[src/core/lfr_params.svh]
// Constants for the lock-limit and position-detect fault response block.
// Assumes a 200 MHz clock and a 32-bit APB register bus.
`ifndef LFR_PARAMS_SVH
`define LFR_PARAMS_SVH

// Register byte offsets
`define LFR_OFF_CTRL      12'h000
`define LFR_OFF_MODE      12'h004
`define LFR_OFF_STATUS    12'h008
`define LFR_OFF_THRESH    12'h00C

// Control register fields
`define LFR_CTRL_CLR      0
`define LFR_CTRL_TMO_EN   1
`define LFR_CTRL_RATE_EN  2

// Mode register fields
`define LFR_MODE_HARD_LSB 0
`define LFR_MODE_SOFT_LSB 4

// Threshold register fields
`define LFR_THR_HARD_LSB  0
`define LFR_THR_SOFT_LSB  12

// Status register bits
`define LFR_ST_HARD       0
`define LFR_ST_SOFT       1
`define LFR_ST_TMO_A      2
`define LFR_ST_TMO_B      3
`define LFR_ST_RATE       4
`define LFR_ST_LATCHED    8
`define LFR_ST_RETRY      9

// Reset values
`define LFR_CTRL_RST      3'h0
`define LFR_MODE_RST      8'h00
`define LFR_THR_RST       24'hFFFFFF

// Timing
`define LFR_CLK_MHZ       200
`define LFR_TMO_MS        500
`define LFR_TMO_CYC       (`LFR_TMO_MS * 1000 * `LFR_CLK_MHZ)
`define LFR_RETRY_MS      1000
`define LFR_RETRY_CYC     (`LFR_RETRY_MS * 1000 * `LFR_CLK_MHZ)

`endif

[src/core/lfr_pkg.sv]
// Types for the lock-limit and position-detect fault response block.
// Assumes lfr_params.svh holds the numeric constants.
package lfr_pkg;

   // FET bridge action requested
   typedef enum logic [1:0] {
      LFR_FET_ACTIVE = 2'b00,
      LFR_FET_HIZ    = 2'b01,
      LFR_FET_HS_BRK = 2'b10,
      LFR_FET_LS_BRK = 2'b11
   } lfr_fet_t;

   // Recovery class of a decoded fault
   typedef enum logic [1:0] {
      LFR_REC_NONE   = 2'b00,
      LFR_REC_REPORT = 2'b01,
      LFR_REC_RETRY  = 2'b10,
      LFR_REC_LATCH  = 2'b11
   } lfr_rec_t;

   // Response state
   typedef enum logic [1:0] {
      LFR_ST_RUN   = 2'b00,
      LFR_ST_LATCH = 2'b01,
      LFR_ST_RETRY = 2'b10
   } lfr_state_t;

endpackage

[src/core/lfr_mode_decode.sv]
// Decoder from a four-bit lock-limit action code to action and class.
// Assumes code is a stable register value on the same clock.
`timescale 1ns/1ps
module lfr_mode_decode
   import lfr_pkg::*;
(
   // Code in
   input  wire logic [3:0] code,
   // Decoded action
   output lfr_fet_t        fet,
   output lfr_rec_t        rec
);

   always_comb begin
      fet = LFR_FET_ACTIVE;
      rec = LFR_REC_NONE;
      if (code[3]) begin
         // 1xx1 is silent; other 1xxx codes only report
         rec = code[0] ? LFR_REC_NONE : LFR_REC_REPORT;    // see RQ4
      end else begin
         rec = code[2] ? LFR_REC_RETRY : LFR_REC_LATCH;    // see RQ1 RQ3
         unique case (code[1:0])
            2'b10:   fet = LFR_FET_HS_BRK;                  // see RQ2 RQ3
            2'b11:   fet = LFR_FET_LS_BRK;                  // see RQ2 RQ3
            default: fet = LFR_FET_HIZ;                     // see RQ1 RQ3
         endcase
      end
   end

endmodule // lfr_mode_decode

[src/core/lfr_fault_resp.sv]
// Fault response for hard/soft lock current limits and position detect.
// Assumes sense and phase inputs are asynchronous and APB on clk.
//
// Behaviour
// RQ1: Hard lock code 0000: Hi-Z, report, latch until clear-fault.
// RQ2: Codes 0010/0011: high/low-side brake, report, latch until cleared.
// RQ3: Codes 0100/0110/0111: Hi-Z/HS/LS brake, report, auto retry.
// RQ4: Code 1000 reports only; codes 1xx1 do nothing.
// RQ5: Flag timeout when a detect ramp phase exceeds 500 ms.
// RQ6: Timeout enable 0 ignores it; 1 gives Hi-Z, report, retry.
// RQ7: Early detect pulse with enable 1: Hi-Z, report, retry.
// RQ8: Soft lock limit decodes its code like the hard limit.
// RQ9: Host writes one to clear-fault to release a latched fault.
`timescale 1ns/1ps
`include "lfr_params.svh"
module lfr_fault_resp
   import lfr_pkg::*;
#(
   parameter int unsigned TMO_CYCLES   = `LFR_TMO_CYC,
   parameter int unsigned RETRY_CYCLES = `LFR_RETRY_CYC
) (
   // Clock and reset
   input  wire logic        clk,
   input  wire logic        rst_n,
   // APB slave
   input  wire logic        psel,
   input  wire logic        penable,
   input  wire logic        pwrite,
   input  wire logic [11:0] paddr,
   input  wire logic [31:0] pwdata,
   output logic      [31:0] prdata,
   output logic             pready,
   output logic             pslverr,
   // Sensing, asynchronous
   input  wire logic [11:0] sense_amp_output,
   input  wire logic        ramp_up_active,
   input  wire logic        ramp_down_active,
   input  wire logic        pulse_early,
   // Bridge and fault pin
   output lfr_fet_t         fet_action,
   output logic             fault_indicator_n
);

   // Two-flop synchronisers; multi-bit sense assumed slow-moving
   // A word torn mid-change lasts one cycle and is judged again next cycle
   logic [14:0] sync1_q;
   logic [14:0] sync2_q;
   always_ff @(posedge clk or negedge rst_n) begin
      if (!rst_n) begin
         sync1_q <= 15'h0000;
         sync2_q <= 15'h0000;
      end else begin
         sync1_q <= {pulse_early, ramp_down_active, ramp_up_active,
                     sense_amp_output};
         sync2_q <= sync1_q;
      end
   end

   wire [11:0] sense_s = sync2_q[11:0];
   wire        up_s    = sync2_q[12];
   wire        down_s  = sync2_q[13];
   wire        early_s = sync2_q[14];

   // Software registers
   logic [1:0]  ctrl_q;
   logic [7:0]  mode_q;
   logic [23:0] thr_q;
   logic [4:0]  flags_q;
   lfr_state_t  state_q;
   lfr_state_t  state_d;
   lfr_fet_t    fet_q;
   lfr_fet_t    fet_d;
   logic        nflt_q;
   logic        nflt_d;
   logic [31:0] prdata_q;
   logic        pready_q;
   logic        pslverr_q;
   logic [31:0] retry_cnt_q;
   logic [31:0] tmo_cnt_q;
   logic        ramp_prev_q;

   wire [3:0]  hard_lock_action_code = mode_q[`LFR_MODE_HARD_LSB +: 4];
   wire [3:0]  soft_lock_action_code = mode_q[`LFR_MODE_SOFT_LSB +: 4];
   wire [11:0] hard_lock_current_threshold = thr_q[`LFR_THR_HARD_LSB +: 12];
   wire [11:0] soft_lock_current_threshold = thr_q[`LFR_THR_SOFT_LSB +: 12];
   wire position_timeout_fault_enable = ctrl_q[0];
   wire pulse_rate_fault_enable       = ctrl_q[1];

   // APB decode; one wait state, unmapped addresses flag an error
   wire acc      = psel && penable && !pready_q;
   // Writes land at the edge that completes the transfer, so a register
   // never changes before the master sees its answer
   wire commit   = psel && penable && pready_q;
   wire hit_ctrl = paddr == `LFR_OFF_CTRL;
   wire hit_mode = paddr == `LFR_OFF_MODE;
   wire hit_stat = paddr == `LFR_OFF_STATUS;
   wire hit_thr  = paddr == `LFR_OFF_THRESH;
   wire hit_any  = hit_ctrl || hit_mode || hit_stat || hit_thr;
   wire wr       = commit && pwrite && hit_any;
   wire clear_fault_cmd = wr && hit_ctrl && pwdata[`LFR_CTRL_CLR];

   // Fault conditions
   wire hard_lock_fault  = sense_s > hard_lock_current_threshold;
   wire soft_lock_fault  = sense_s > soft_lock_current_threshold;
   wire ramp_s           = up_s || down_s;
   wire tmo_hit          = ramp_s && (tmo_cnt_q >= TMO_CYCLES - 1); // see RQ5
   wire position_detect_timeout_a = tmo_hit && up_s;
   wire position_detect_timeout_b = tmo_hit && down_s && !up_s;
   wire tmo_fault = tmo_hit && position_timeout_fault_enable;   // see RQ6
   wire position_pulse_rate_fault = early_s && pulse_rate_fault_enable;
   // see RQ7

   // Decoders for both limits
   lfr_fet_t hard_fet;
   lfr_fet_t soft_fet;
   lfr_rec_t hard_rec;
   lfr_rec_t soft_rec;

   lfr_mode_decode u_hard_dec (
      .code (hard_lock_action_code),
      .fet  (hard_fet),
      .rec  (hard_rec)
   );

   lfr_mode_decode u_soft_dec (               // see RQ8
      .code (soft_lock_action_code),
      .fet  (soft_fet),
      .rec  (soft_rec)
   );

   wire hard_on = hard_lock_fault && hard_rec != LFR_REC_NONE; // see RQ4
   wire soft_on = soft_lock_fault && soft_rec != LFR_REC_NONE; // see RQ8
   wire hard_latch = hard_lock_fault && hard_rec == LFR_REC_LATCH;
   wire soft_latch = soft_lock_fault && soft_rec == LFR_REC_LATCH;
   wire hard_retry = hard_lock_fault && hard_rec == LFR_REC_RETRY;
   wire soft_retry = soft_lock_fault && soft_rec == LFR_REC_RETRY;
   wire any_latch  = hard_latch || soft_latch;                // see RQ1 RQ2
   wire any_retry  = hard_retry || soft_retry || tmo_fault ||
                     position_pulse_rate_fault;               // see RQ3 RQ6
   wire any_report = hard_on || soft_on;
   wire cond_live  = any_latch || any_retry;

   // Action for a new fault: latched wins, then lock codes, then Hi-Z
   lfr_fet_t new_fet;
   assign new_fet = hard_latch ? hard_fet :
                    soft_latch ? soft_fet :
                    hard_retry ? hard_fet :
                    soft_retry ? soft_fet : LFR_FET_HIZ;

   // Status bits follow the enables, so a masked fault leaves no trace
   wire [4:0] flag_set = {position_pulse_rate_fault,
                          position_detect_timeout_b &&
                             position_timeout_fault_enable,
                          position_detect_timeout_a &&
                             position_timeout_fault_enable,
                          soft_on, hard_on};

   // Response state machine
   always_comb begin
      state_d = state_q;
      fet_d   = fet_q;
      unique case (state_q)
         LFR_ST_RUN: begin
            fet_d = LFR_FET_ACTIVE;
            if (any_latch) begin
               state_d = LFR_ST_LATCH;
               fet_d   = new_fet;
            end else if (any_retry) begin
               state_d = LFR_ST_RETRY;
               fet_d   = new_fet;
            end
         end
         LFR_ST_LATCH: begin
            // Release only once cleared and the condition is gone
            if (clear_fault_cmd && !cond_live) begin      // see RQ9
               state_d = LFR_ST_RUN;
               fet_d   = LFR_FET_ACTIVE;
            end
         end
         LFR_ST_RETRY: begin
            // A latched fault overrides a pending retry
            if (any_latch) begin
               state_d = LFR_ST_LATCH;                     // see RQ1
               fet_d   = new_fet;
            end else if (retry_cnt_q >= RETRY_CYCLES - 1 && !cond_live) begin
               state_d = LFR_ST_RUN;                       // see RQ3
               fet_d   = LFR_FET_ACTIVE;
            end
         end
         default: begin
            state_d = LFR_ST_RUN;
            fet_d   = LFR_FET_ACTIVE;
         end
      endcase
   end

   // Pin low while any report stands or a fault state is held
   // Report-only codes drop the pin only while their condition stands
   always_comb begin
      nflt_d = !(state_d != LFR_ST_RUN || any_report ||
                 (|flag_set));
   end

   always_ff @(posedge clk or negedge rst_n) begin
      if (!rst_n) begin
         state_q <= LFR_ST_RUN;
         fet_q   <= LFR_FET_ACTIVE;
         nflt_q  <= 1'b1;
      end else begin
         state_q <= state_d;
         fet_q   <= fet_d;
         nflt_q  <= nflt_d;
      end
   end

   // Retry timer restarts while any latch or retry condition persists
   always_ff @(posedge clk or negedge rst_n) begin
      if (!rst_n) begin
         retry_cnt_q <= 32'h00000000;
      end else if (state_q != LFR_ST_RETRY || cond_live) begin
         retry_cnt_q <= 32'h00000000;
      end else if (retry_cnt_q < RETRY_CYCLES - 1) begin
         retry_cnt_q <= retry_cnt_q + 32'h00000001;
      end
   end

   // Ramp phase timer, restarts on each phase edge
   // Switching from ramp-up to ramp-down starts a new phase
   always_ff @(posedge clk or negedge rst_n) begin
      if (!rst_n) begin
         tmo_cnt_q   <= 32'h00000000;
         ramp_prev_q <= 1'b0;
      end else begin
         ramp_prev_q <= up_s;
         if (!ramp_s || up_s != ramp_prev_q) begin
            tmo_cnt_q <= 32'h00000000;                   // see RQ5
         end else if (tmo_cnt_q < TMO_CYCLES - 1) begin
            tmo_cnt_q <= tmo_cnt_q + 32'h00000001;
         end
      end
   end

   // Sticky status flags; a new set wins over the clear
   always_ff @(posedge clk or negedge rst_n) begin
      if (!rst_n) begin
         flags_q <= 5'h00;
      end else if (clear_fault_cmd) begin
         flags_q <= flag_set;
      end else begin
         flags_q <= flags_q | flag_set;
      end
   end

   // Control, mode and threshold registers
   // The clear bit is not stored: it acts only in the cycle of its write
   always_ff @(posedge clk or negedge rst_n) begin
      if (!rst_n) begin
         ctrl_q <= 2'h0;
         mode_q <= `LFR_MODE_RST;
         thr_q  <= `LFR_THR_RST;
      end else begin
         if (wr && hit_ctrl) begin
            ctrl_q <= {pwdata[`LFR_CTRL_RATE_EN], pwdata[`LFR_CTRL_TMO_EN]};
         end
         if (wr && hit_mode) begin
            mode_q <= pwdata[7:0];
         end
         if (wr && hit_thr) begin
            thr_q <= pwdata[23:0];
         end
      end
   end

   // Read mux
   wire [31:0] rd_ctrl = {29'h0, pulse_rate_fault_enable,
                          position_timeout_fault_enable, 1'b0};
   wire [31:0] rd_mode = {24'h0, mode_q};
   wire [31:0] rd_thr  = {8'h0, thr_q};
   wire [31:0] controller_fault_flags = {22'h0,
                          state_q == LFR_ST_RETRY,
                          state_q == LFR_ST_LATCH,
                          3'h0, flags_q};
   wire [31:0] rd_data = hit_ctrl ? rd_ctrl :
                         hit_mode ? rd_mode :
                         hit_stat ? controller_fault_flags :
                         hit_thr  ? rd_thr  : 32'h00000000;

   always_ff @(posedge clk or negedge rst_n) begin
      if (!rst_n) begin
         prdata_q  <= 32'h00000000;
         pready_q  <= 1'b0;
         pslverr_q <= 1'b0;
      end else begin
         pready_q  <= acc;
         pslverr_q <= acc && !hit_any;
         if (acc && !pwrite) begin
            prdata_q <= rd_data;
         end
      end
   end

   assign prdata            = prdata_q;
   assign pready            = pready_q;
   assign pslverr           = pslverr_q;
   assign fet_action        = fet_q;
   assign fault_indicator_n = nflt_q;

endmodule // lfr_fault_resp

[config.mk]
export PLATFORM = sky130hd
export DESIGN_NAME = lfr_fault_resp
export DESIGN_NICKNAME = d
export VERILOG_FILES = /design/src/core/lfr_pkg.sv /design/src/core/lfr_mode_decode.sv /design/src/core/lfr_fault_resp.sv
export VERILOG_INCLUDE_DIRS = /design/src /design/src/core
export SDC_FILE = /design/constraint.sdc
export NUM_CORES = 1
export LEC_CHECK = 0
export BUFFER_PORTS_ARGS = -buffer_cell sky130_fd_sc_hd__buf_4
export CAP_MARGIN = 20
export CORE_MARGIN = 4
export CORE_UTILIZATION = 58
export DETAILED_ROUTE_END_ITERATION = 7
export PLACE_DENSITY = 0.8
export SYNTH_ARGS = -nofsm -noshare
export SYNTH_HDL_FRONTEND = slang
export SYNTH_HIERARCHICAL = 1
export SYNTH_SLANG_ARGS = --single-unit
[constraint.sdc]
create_clock -name clk -period 3.4 [get_ports clk]
set_input_delay 0.51 -clock clk [delete_from_list [all_inputs] [get_ports clk]]
set_output_delay 0.51 -clock clk [all_outputs]
set_load 0.02 [all_outputs]
# Yosys cells after proc, flatten, opt, wreduce, memory -nomap -nowiden
# Index checks and enable logic that the tools add are counted.
dict set report totals {
  inputBits 64
  register_bits 173
  out_inout_bits 37
  wordCells 133
}
dict set report op_classes {
  magnitude_cmp 6
  mux 35
  bitwise 1
  n_reduce_logical 57
  n_addsub 2
  eq_ne 17
}
# cell n
set ops {}
lappend ops {{$mux W32} 4}
lappend ops {{$mux W24} 4}
lappend ops {{$add A32 B1 Y32 const B} 2}
lappend ops {{$mux W2} 18}
lappend ops {{$ge A32 B27 Y1 const B} 1}
lappend ops {{$ge A32 B28 Y1 const B} 1}
lappend ops {{$lt A32 B27 Y1 const B} 1}
lappend ops {{$lt A32 B28 Y1 const B} 1}
lappend ops {{$logic_and A1 B1 Y1} 27}
lappend ops {{$eq A12 B4 Y1 const B} 2}
lappend ops {{$gt A12 B12 Y1} 2}
lappend ops {{$eq A2 B2 Y1 const B} 9}
lappend ops {{$logic_or A1 B1 Y1} 14}
lappend ops {{$eq A12 B3 Y1 const B} 1}
lappend ops {{$logic_not A12 Y1} 1}
lappend ops {{$pmux W2 S3} 2}
lappend ops {{$reduce_bool A2 Y1} 5}
lappend ops {{$pmux W2 S2} 2}
lappend ops {{$logic_not A1 Y1} 7}
lappend ops {{$mux W5} 1}
lappend ops {{$or A5 B5 Y5} 1}
lappend ops {{$reduce_or A5 Y1} 1}
lappend ops {{$mux W1} 4}
lappend ops {{$ne A3 B2 Y1 const B} 1}
lappend ops {{6 further kinds} 6}

# Depth between registers and ports, before layout
# Gate-level depths: netlist of run 1.
dict set report depth {
  depth_word 17
  ltp_mapped 11
  mapped_depth_nobuf 10
}

# Hierarchy
# Netlist of run 1, hierarchy kept.
# mod instances area_each_um2 cells_each seq_area_each_um2
set by_module_without_submodules {}
lappend by_module_without_submodules {lfr_fault_resp 1 7494.7 705 4160.2}
lappend by_module_without_submodules {lfr_mode_decode 2 28.8 5 0.0}

# Worst setup path before layout of run 1
# No wires, ideal clock.
dict set report synth_timing {
  kind {register to register}
  from {register thr_q[13]}
  to {register fet_q[1], in the netlist fet_action[1]}
  required_ps 3279
  period_less_slack_ps 2659
  stages_incl_launch_ff 11
  setup_ps 121
  setup_slack_ps 741
  path_buffers 0
  t_arrival_ps 2538
  path_cell_list {dfstp_2 inv_1 ha_1 nor2b_1 o211ai_1 a21oi_1 nor3_1 nor2_1 or4_4 a32o_1 a22o_1}
}
dict set report synth_via {
  elab_chain_len 10
  word_cells_on_any_way 22
  classes_between {order compare: 1; eq/ne: 2; mux: 8; reduce/logical: 11}
}
# item line_no
set synth_lines {}
lappend synth_lines {{start, declared} lfr_fault_resp.sv:67} ;# logic [23:0] thr_q;
lappend synth_lines {{start signal, assigned} lfr_fault_resp.sv:260} ;# thr_q <= `LFR_THR_RST;
lappend synth_lines {{start signal, assigned} lfr_fault_resp.sv:269} ;# thr_q <= pwdata[23:0];
lappend synth_lines {{$gt A12 B12 Y1 (*)} lfr_fault_resp.sv:104} ;# wire soft_lock_fault = sense_s > soft_lock_current_threshold;
lappend synth_lines {{parallel branches: the longest is 9 deep, another holds $pmux W2 S3} n/a}
lappend synth_lines {{end signal, assigned} lfr_fault_resp.sv:211} ;# fet_q <= fet_d;
lappend synth_lines {{end, declared} lfr_fault_resp.sv:71} ;# lfr_fet_t fet_q;
# Mark *: on every way between the ends.
# A chain may end at the register's enable or synchronous reset.

# Worst setup path in the final report of run 1
# Same ends and word-level chain as after synthesis.

==> flow_summary.json, run 1 <==
{
  "status": "complete, no violations",
  "initial_core_util_pct": 59.6,
  "slew_headroom_pct": 38.0,
  "synth_top_family_by_area": "simple AND/OR/NAND/NOR gates",
  "crit_type": "reg2reg",
  "swShare_pct": 22.5,
  "fin_skew_ns": 0.0132,
  "wirelength_um": 16200,
  "cts_made_buffers": 17,
  "critPathRequiredTime_ns": 3.72,
  "h-tree-depth": 4,
  "seq_power_share_pct": 49.5,
  "p_leak_nw": 4.22,
  "die_h_um": 122,
  "synthToLayoutAreaGrowth_pct": 18.8,
  "crit_path_max_fanout": 7,
  "io_buffers": 84,
  "synthMuxAreaShare_pct": 3.84,
  "vias_per_cell": 5.65,
  "synthAdderAreaFrac_pct": 4.31,
  "gr-total-overflow": 0,
  "ys_warn_count": 6,
  "synth_seq_cells": 165,
  "dieArea_mm2": 0.0149,
  "grt_pass1_vias": 5772,
  "cpPeakStageDelay_ns": 0.55,
  "synth.distinct_cells": 61,
  "clkLatencyLatePin_ns": 0.43,
  "fin_crit_ns": 3.01,
  "mostFrequentLayoutCell": "dfrtp_1",
  "pin_count": 101,
  "syn_avg_cell_area_um2": 10.6,
  "cp_num_buf_inv": 1,
  "post_cts_buffers": 0,
  "synth_simple_gate_area_share_pct": 17.2,
  "cap_violations": 0,
  "maxSlewViolCount": 0,
  "die_w_um": 122,
  "async_flop_share_pct": 100,
  "p_int_w": 0.00315,
  "fmax_mhz": 332,
  "num_vias": 5611,
  "grt_max_degree": 87,
  "finalHoldViolCount": 0,
  "path_cells": "inv_1 > ha_1 > nor2b_1 > o211ai_1 > a21oi_1 > nor3_1 > nor2_1 > or4_4 > a32o_1 > a22o_1",
  "routedWlPerCell_um": 16.3,
  "cts_root_buf": "clkbuf_16",
  "rows": 41,
  "final_nets": 898,
  "place.detailed.hpwl_um": 11500,
  "synth_edf_count": 0,
  "drt_iter0_markers": 469,
  "grt_usage_pct": 23.4,
  "regArea_mm2": 0.00416,
  "worstPathArrival_ns": 3.33,
  "place_congestion": 0.841,
  "drive_gt1_share_pct": 22.4,
  "worstSetupStartpointType": "flop",
  "timing.hold.ws_ns": 0.116,
  "syn_area_mm2": 0.00755,
  "crit_family": "simple AND/OR/NAND/NOR gates",
  "setup_tns_ns": 0,
  "comb_power_share_pct": 4.4,
  "drtAntennaViolNets": 0,
  "ir_drop_mv": 0.410,
  "worst_pin_slew_ns": 0.912,
  "grt_pass1_wl_um": 27400,
  "antenna_found_initial": 0,
  "drcViolationCount": 0,
  "clock_sinks": 165,
  "yosys_most_used_dff": "dfrtp_1",
  "cpMaxStageDelayCell": "or4_4",
  "hold_buffers": 0,
  "cts_resized": 0,
  "drt_first_pass_iters": 5,
  "n_antenna_cell": 0,
  "timing.final.crit_share_pct": 88.5,
  "clkPwrFrac_pct": 46.2,
  "end_kind": "flop",
  "clk_pin_slew_ns": 0.06,
  "switchingPower_w": 0.000916,
  "multi_input_area_mm2": 0.00313,
  "synth_compound_area_share_pct": 9.82,
  "synthXorXnorAreaFrac_pct": 5.68,
  "syn_inst": 715,
  "fill_cells": 865,
  "yosysSeqAreaShare_pct": 55.1,
  "clk_path_buf_depth": 2,
  "cts_tree": "done",
  "setup_viol": 0,
  "holdCritPathClass": "in2async",
  "mostFrequentLayoutCells": "140 x dfrtp_1, 93 x buf_4, 85 x nor2_1",
  "rsz0062_at_grt": "no",
  "power_per_cell_area_mw_per_mm2": 453,
  "core_mm2": 0.0127
}
power by group through the flow:
stage	sequential (W)	clock, W	combinational [W]
2_1_floorplan	0.00204	0	0.0000679
3_3_place_gp	0.00204	0	0.000171
3_5_place_dp	0.00204	0	0.000180
4_1_cts	0.00201	0.00190	0.000181
5_1_grt	0.00201	0.00200	0.000199
6_report	0.00201	0.00188	0.000178
registers in the layout, indices dropped and copies added (netlist names):
register           count
ctrl_q                 2
state_q                2
prdata                24
pslverr                1
tmo_cnt_q             32
sync2_q               15
flags_q                5
fault_indicator_n      1
ramp_prev_q            1
pready                 1
mode_q                 8
sync1_q               15
retry_cnt_q           32
thr_q                 24
fet_action             2
cells in the mapped netlist (16+ instances only):
master	number	area [um^2]
nand3_1	25	125
nand2_1	60	225
dfstp_2	25	657
clkbuf_1	17	63.8
ha_1	26	325
nor2_1	86	323
xor2_1	19	166
dfrtp_1	140	3500
o21ai_0	37	185
a22o_1	16	140
a21oi_1	23	115
xnor2_1	30	263
inv_1	43	161
nor3_1	18	90.1
nand4_1	19	119
path summary, 6_finish.rpt:
| kind | startpoint | endpoint | slack, ns | cells past startpoint |
|---|---|---|---|---|
| worst max-delay path | thr_q[13] | fet_action[1] | 0.39 | 10 |
| worst min-delay path | rst_n | pready | 0.12 | 1 |
| worst max register to register | thr_q[13] | fet_action[1] | 0.39 | 10 |
| worst min register to register | sync1_q[7] | sync2_q[7] | 0.35 | 0 |
| max in group asynchronous | rst_n | fault_indicator_n | 2.45 | 2 |
| min in group clk | ramp_up_active | sync1_q[12] | 0.18 | 1 |
per-stage QoR:
step / util [%] / setup WS, ns / total power (W) / cells / instance area [um^2]
after floorplan: - / 0.741 / 0.00211 / 722 / 7580
after global placement: 66.2 / 0.501 / 0.00221 / 961 / 8390
after detailed placement: 66.2 / 0.398 / 0.00222 / 961 / 8390
after CTS: 70.8 / 0.401 / 0.00409 / 993 / 8970
after global routing: 70.8 / 0.265 / 0.00421 / 993 / 8970
final: 70.8 / 0.391 / 0.00406 / 993 / 8970
logic make-up (layout without fill, tap and decap cells):
family,after synthesis,after routing
xor gates and xnor gates,49,49
DFF,165,165
muxes,25,25
buffers and inverters,71,170
and+or+nand+nor,265,265
AOI/OAI and AO/OA,113,113
adders and majority gates,26,26
other,1,8
routing by layer:
metal	GRT usage, %	routed length, um
met1	30.1	6800
met5	0	0
met3	5.52	836
met2	39.0	8210
met4	8.12	346
area by class of cell:
type	instances	share of cell area [%]
clock buffers	17	4.74
repair buffers	95	8.13
inverters	43	1.80
clock inverters	15	1.69
well taps	172	2.40
multi-input cells	486	34.8
flip-flops and latches	165	46.4
No activity file was read; power rests on OpenSTA's default activity.
==> inputs of run 2 (changes only) <==
--- a/config.mk
+++ b/config.mk
@@ -9,9 +9,10 @@
 export BUFFER_PORTS_ARGS = -buffer_cell sky130_fd_sc_hd__buf_4
 export CAP_MARGIN = 20
 export CORE_MARGIN = 4
-export CORE_UTILIZATION = 58
+export CORE_UTILIZATION = 60
+export CTS_BUF_LIST = sky130_fd_sc_hd__clkbuf_4 sky130_fd_sc_hd__clkbuf_8
 export DETAILED_ROUTE_END_ITERATION = 7
-export PLACE_DENSITY = 0.8
+export PLACE_DENSITY = 0.83
 export SYNTH_ARGS = -nofsm -noshare
 export SYNTH_HDL_FRONTEND = slang
 export SYNTH_HIERARCHICAL = 1
==> flow_summary.json, run 2 (synthesized netlist as in run 1, its figures left out) <==
{
  "status": "complete, no violations",
  "cp_num_buf_inv": 1,
  "cap_violations": 0,
  "holdCritPathClass": "in2async",
  "num_vias": 5558,
  "comb_power_share_pct": 4.7,
  "antenna_found_initial": 0,
  "pin_count": 101,
  "fin_crit_ns": 3.02,
  "clkPwrFrac_pct": 41.4,
  "grt_pass1_vias": 5681,
  "ir_drop_mv": 0.321,
  "grt_max_degree": 70,
  "n_antenna_cell": 0,
  "rr_worst_depth": 10,
  "drt_first_pass_iters": 5,
  "clock_sinks": 165,
  "cpPeakStageDelay_ns": 0.55,
  "worst_pin_slew_ns": 0.616,
  "multi_input_area_mm2": 0.00313,
  "end_kind": "flop",
  "power_per_cell_area_mw_per_mm2": 422,
  "worstSetupStartpointType": "flop",
  "cpMaxStageDelayCell": "dfstp_2",
  "core_mm2": 0.0122,
  "maxSlewViolCount": 0,
  "cp-startpoint": "thr_q[13]",
  "die_w_um": 120,
  "crit_path_max_fanout": 7,
  "wirelength_um": 15900,
  "grt_pass1_wl_um": 26900,
  "routedWlPerCell_um": 16.0,
  "seq_power_share_pct": 53.9,
  "clkLatencyLatePin_ns": 0.47,
  "regArea_mm2": 0.00416,
  "io_buffers": 84,
  "power.total_w": 0.00372,
  "dieArea_mm2": 0.0144,
  "timing.final.crit_share_pct": 89.0,
  "cts_made_buffers": 17,
  "h-tree-depth": 4,
  "drtAntennaViolNets": 0,
  "drive_gt1_share_pct": 22.5,
  "mostFrequentLayoutCell": "dfrtp_1",
  "cts_resized": 0,
  "layout.cells.non_filler": 990,
  "path_cells": "inv_1 > ha_1 > nor2b_1 > o211ai_1 > a21oi_1 > nor3_1 > nor2_1 > or4_4 > a32o_1 > a32o_2",
  "vias_per_cell": 5.61,
  "drt_iter0_markers": 382,
  "fin_skew_ns": 0.0186,
  "clk_pin_slew_ns": 0.09,
  "setup_tns_ns": 0,
  "place_congestion": 0.894,
  "p_leak_nw": 4.15,
  "cts_tree": "done",
  "p_int_w": 0.00289,
  "hold_buffers": 0,
  "grt_usage_pct": 23.1,
  "synthToLayoutAreaGrowth_pct": 16.9,
  "final_nets": 899,
  "rsz0062_at_grt": "no",
  "fill_cells": 867,
  "gr-total-overflow": 0,
  "slew_headroom_pct": 58.9,
  "mostFrequentLayoutCells": "140 x dfrtp_1, 94 x buf_4, 85 x nor2_1",
  "switchingPower_w": 0.000837,
  "timing.hold.ws_ns": 0.0269,
  "place.detailed.hpwl_um": 11400,
  "swShare_pct": 22.5,
  "finalHoldViolCount": 0,
  "initial_core_util_pct": 62.1,
  "setup_viol": 0,
  "dp_cells": 958,
  "drcViolationCount": 0,
  "largestRegisters": "retry_cnt_q x32, tmo_cnt_q x32",
  "die_h_um": 120,
  "rrSetupSlack_ns": 0.38,
  "rows": 40,
  "clk_path_buf_depth": 2,
  "fmax_mhz": 331,
  "post_cts_buffers": 0,
  "r2r-start": "thr_q[13]",
  "worstPathArrival_ns": 3.38,
  "crit_type": "reg2reg",
  "crit_family": "simple AND/OR/NAND/NOR gates",
  "critPathRequiredTime_ns": 3.76,
  "cts_root_buf": "clkbuf_8",
  "path_depth": 10
}
==> run 2: changes by cell type in the layout (fill, tap and decap cells not counted) <==
cell        before  now
inv_6            4    0
clkinv_4         1    3
bufinv_16        2    4
clkinvlp_4       3    4
clkbuf_4         0    3
clkinv_2         5    1
clkbuf_16       17    0
buf_4           93   94
clkbuf_8         0   17
==> run 2: path summary, 6_finish.rpt <==
kind,endpoint
max reg2reg,fet_action[0]
max,fet_action[0]
max in group asynchronous,thr_q[1]
min in group clk,sync1_q[4]
min reg2reg,sync2_q[10]
min,pslverr
==> run 2: area by class of cell <==
class | count | area share, %
tap | 168 | 2.38
timing repair buffer | 96 | 8.34
inverter | 43 | 1.83
clock buffer | 20 | 2.90
multi-input combinational | 486 | 35.4
sequential | 165 | 47.1
clock inverter | 12 | 2.05
==> run 2: power by group through the flow <==
stage / clock network, W / registers (W) / logic (W)
2_1_floorplan: 0 / 0.00204 / 0.0000679
3_3_place_gp: 0 / 0.00204 / 0.000170
3_5_place_dp: 0 / 0.00204 / 0.000176
4_1_cts: 0.00156 / 0.00201 / 0.000177
6_report: 0.00154 / 0.00201 / 0.000175
5_1_grt: 0.00166 / 0.00201 / 0.000196
==> run 2: per-stage QoR <==
step	setup WS (ns)	cell area, um^2	util, %
2_1_floorplan	0.741	7580	-
3_3_place_gp	0.509	8390	69.0
3_5_place_dp	0.425	8390	69.0
4_1_cts	0.410	8830	72.6
5_1_grt	0.231	8830	72.6
6_report	0.375	8830	72.6
==> run 2: routing by layer <==
layer  global-route usage [%]  routed length (um)  up-vias
li1                         -                   -     2644
met1                     29.3                6770     2739
met2                     39.4                7980      146
met3                     5.14                 766       29
met4                     7.87                 344        0
met5                        0                   0        -
==> inputs of run 3 (changes only) <==
--- a/config.mk
+++ b/config.mk
@@ -10,7 +10,7 @@
 export CAP_MARGIN = 20
 export CORE_MARGIN = 4
 export CORE_UTILIZATION = 60
-export CTS_BUF_LIST = sky130_fd_sc_hd__clkbuf_4 sky130_fd_sc_hd__clkbuf_8
+export CTS_BUF_LIST = sky130_fd_sc_hd__clkbuf_8
 export DETAILED_ROUTE_END_ITERATION = 7
 export PLACE_DENSITY = 0.83
 export SYNTH_ARGS = -nofsm -noshare
==> flow_summary.json, run 3 (synthesized netlist as in run 1, its figures left out) <==
{
  "status": "complete, no violations",
  "cp-startpoint": "thr_q[13]",
  "path_depth": 10,
  "final_nets": 899,
  "path_cells": "inv_1 > ha_1 > nor2b_1 > o211ai_1 > a21oi_1 > nor3_1 > nor2_1 > or4_4 > a32o_1 > a32o_2",
  "core_mm2": 0.0122,
  "layout.cells.non_filler": 990,
  "dp_cells": 958,
  "critPathRequiredTime_ns": 3.76,
  "fin_crit_ns": 2.99,
  "timing.final.crit_share_pct": 88.1,
  "crit_end": "fet_action[0]",
  "cts_resized": 0,
  "dpl_cell_area_mm2": 0.00839,
  "routedWlPerCell_um": 16.0,
  "fin_skew_ns": 0.0151,
  "fmax_mhz": 334,
  "rr_endpoint": "fet_action[0]",
  "worstPathArrival_ns": 3.35,
  "slew_headroom_pct": 58.7,
  "vias_per_cell": 5.64,
  "grt_usage_pct": 23.3,
  "place_congestion": 0.894,
  "io_buffers": 84,
  "hold_buffers": 0,
  "cts_root_buf": "clkbuf_8",
  "setup_viol": 0,
  "maxSlewViolCount": 0,
  "h-tree-depth": 4,
  "drt_first_pass_iters": 4,
  "cp_num_buf_inv": 1,
  "clk_path_buf_depth": 2,
  "clock_sinks": 165,
  "p_leak_nw": 4.16,
  "largestRegisters": "retry_cnt_q x32, tmo_cnt_q x32",
  "worst_pin_slew_ns": 0.620,
  "setup_tns_ns": 0,
  "initial_core_util_pct": 62.1,
  "cts_tree": "done",
  "finalHoldViolCount": 0,
  "cpMaxStageDelayCell": "dfstp_2",
  "end_kind": "flop",
  "r2r-start": "thr_q[13]",
  "power_per_cell_area_mw_per_mm2": 418,
  "power.total_w": 0.00369,
  "pin_count": 101,
  "n_antenna_cell": 0,
  "die_w_um": 120,
  "drcViolationCount": 0,
  "drt_iter0_markers": 395,
  "grt_pass1_wl_um": 27000,
  "post_cts_buffers": 0,
  "crit_family": "simple AND/OR/NAND/NOR gates",
  "dieArea_mm2": 0.0144,
  "synthToLayoutAreaGrowth_pct": 16.8,
  "cpPeakStageDelay_ns": 0.55,
  "die_h_um": 120,
  "crit_type": "reg2reg",
  "timing.hold.ws_ns": 0.0257,
  "rrSetupSlack_ns": 0.41,
  "rows": 40,
  "drtAntennaViolNets": 0,
  "rsz0062_at_grt": "no",
  "ir_drop_mv": 0.320,
  "clkLatencyLatePin_ns": 0.47,
  "mostFrequentLayoutCells": "140 x dfrtp_1, 94 x buf_4, 85 x nor2_1",
  "crit_path_max_fanout": 7,
  "place.detailed.hpwl_um": 11400,
  "worstSetupStartpointType": "flop",
  "fin_area_mm2": 0.00882,
  "holdCritPathClass": "in2async",
  "antenna_found_initial": 0,
  "gr-total-overflow": 0,
  "num_vias": 5580,
  "grt_max_degree": 70,
  "mostFrequentLayoutCell": "dfrtp_1",
  "grt_pass1_vias": 5702,
  "clk_pin_slew_ns": 0.09,
  "cts_made_buffers": 17,
  "drive_gt1_share_pct": 22.1,
  "rr_worst_depth": 10,
  "cap_violations": 0,
  "wirelength_um": 15800
}
==> run 3: changes by cell type in the layout (fill, tap and decap cells not counted) <==
cell,delta
clkbuf_4,-3
inv_1,+3
==> run 3: layout make-up <==
type	count	area, um^2
multi-input cells	486	3130
well taps	168	210
clock inverters	15	193
repair buffers	96	737
clock buffers	17	234
flip-flops and latches	165	4160
inverters	43	161
fillers	871	3340
==> run 3: per-layer routing <==
metal	global-route usage (%)	vias up	wire (um)
met3	5.19	28	742
met2	39.6	135	8000
met5	0	-	0
li1	-	2636	-
met1	29.4	2781	6780
met4	8.23	0	318
==> run 3: worst min-delay path by stage <==
| stage | startpoint | end | slack (ns) | depth (start not counted) |
|---|---|---|---|---|
| global route | rst_n | prdata[1] | 0.05 | 1 |
| global placement | sync1_q[5] | sync2_q[5] | 0.33 | 0 |
| floorplan | rst_n | ctrl_q[0] | 0.21 | 0 |
| detailed placement | sync1_q[4] | sync2_q[4] | 0.34 | 0 |
| finish | rst_n | pslverr | 0.03 | 1 |
| CTS | rst_n | pslverr | 0.04 | 1 |
==> run 3: report_power, final <==
group | internal (W) | total (W) | switching (W)
Sequential | 0.00199 | 0.00201 | 0.0000187
Clock | 0.000792 | 0.00151 | 0.000715
Combinational | 0.0000733 | 0.000175 | 0.000101
==> run 3: metrics by stage <==
| stage | util (%) | worst slack, ns |
|---|---|---|
| floorplan | - | 0.741 |
| global placement | 69.0 | 0.509 |
| detailed placement | 69.0 | 0.425 |
| CTS | 72.5 | 0.410 |
| global route | 72.5 | 0.233 |
| finish | 72.5 | 0.406 |
==> run 3: worst reg2reg max path: stages (launching register included) <==
cell and delay [ns]:
dfstp_2 0.55, inv_1 0.06, ha_1 0.28, nor2b_1 0.13, o211ai_1 0.16, a21oi_1 0.09
nor3_1 0.39, nor2_1 0.21, or4_4 0.55, a32o_1 0.24, a32o_2 0.22
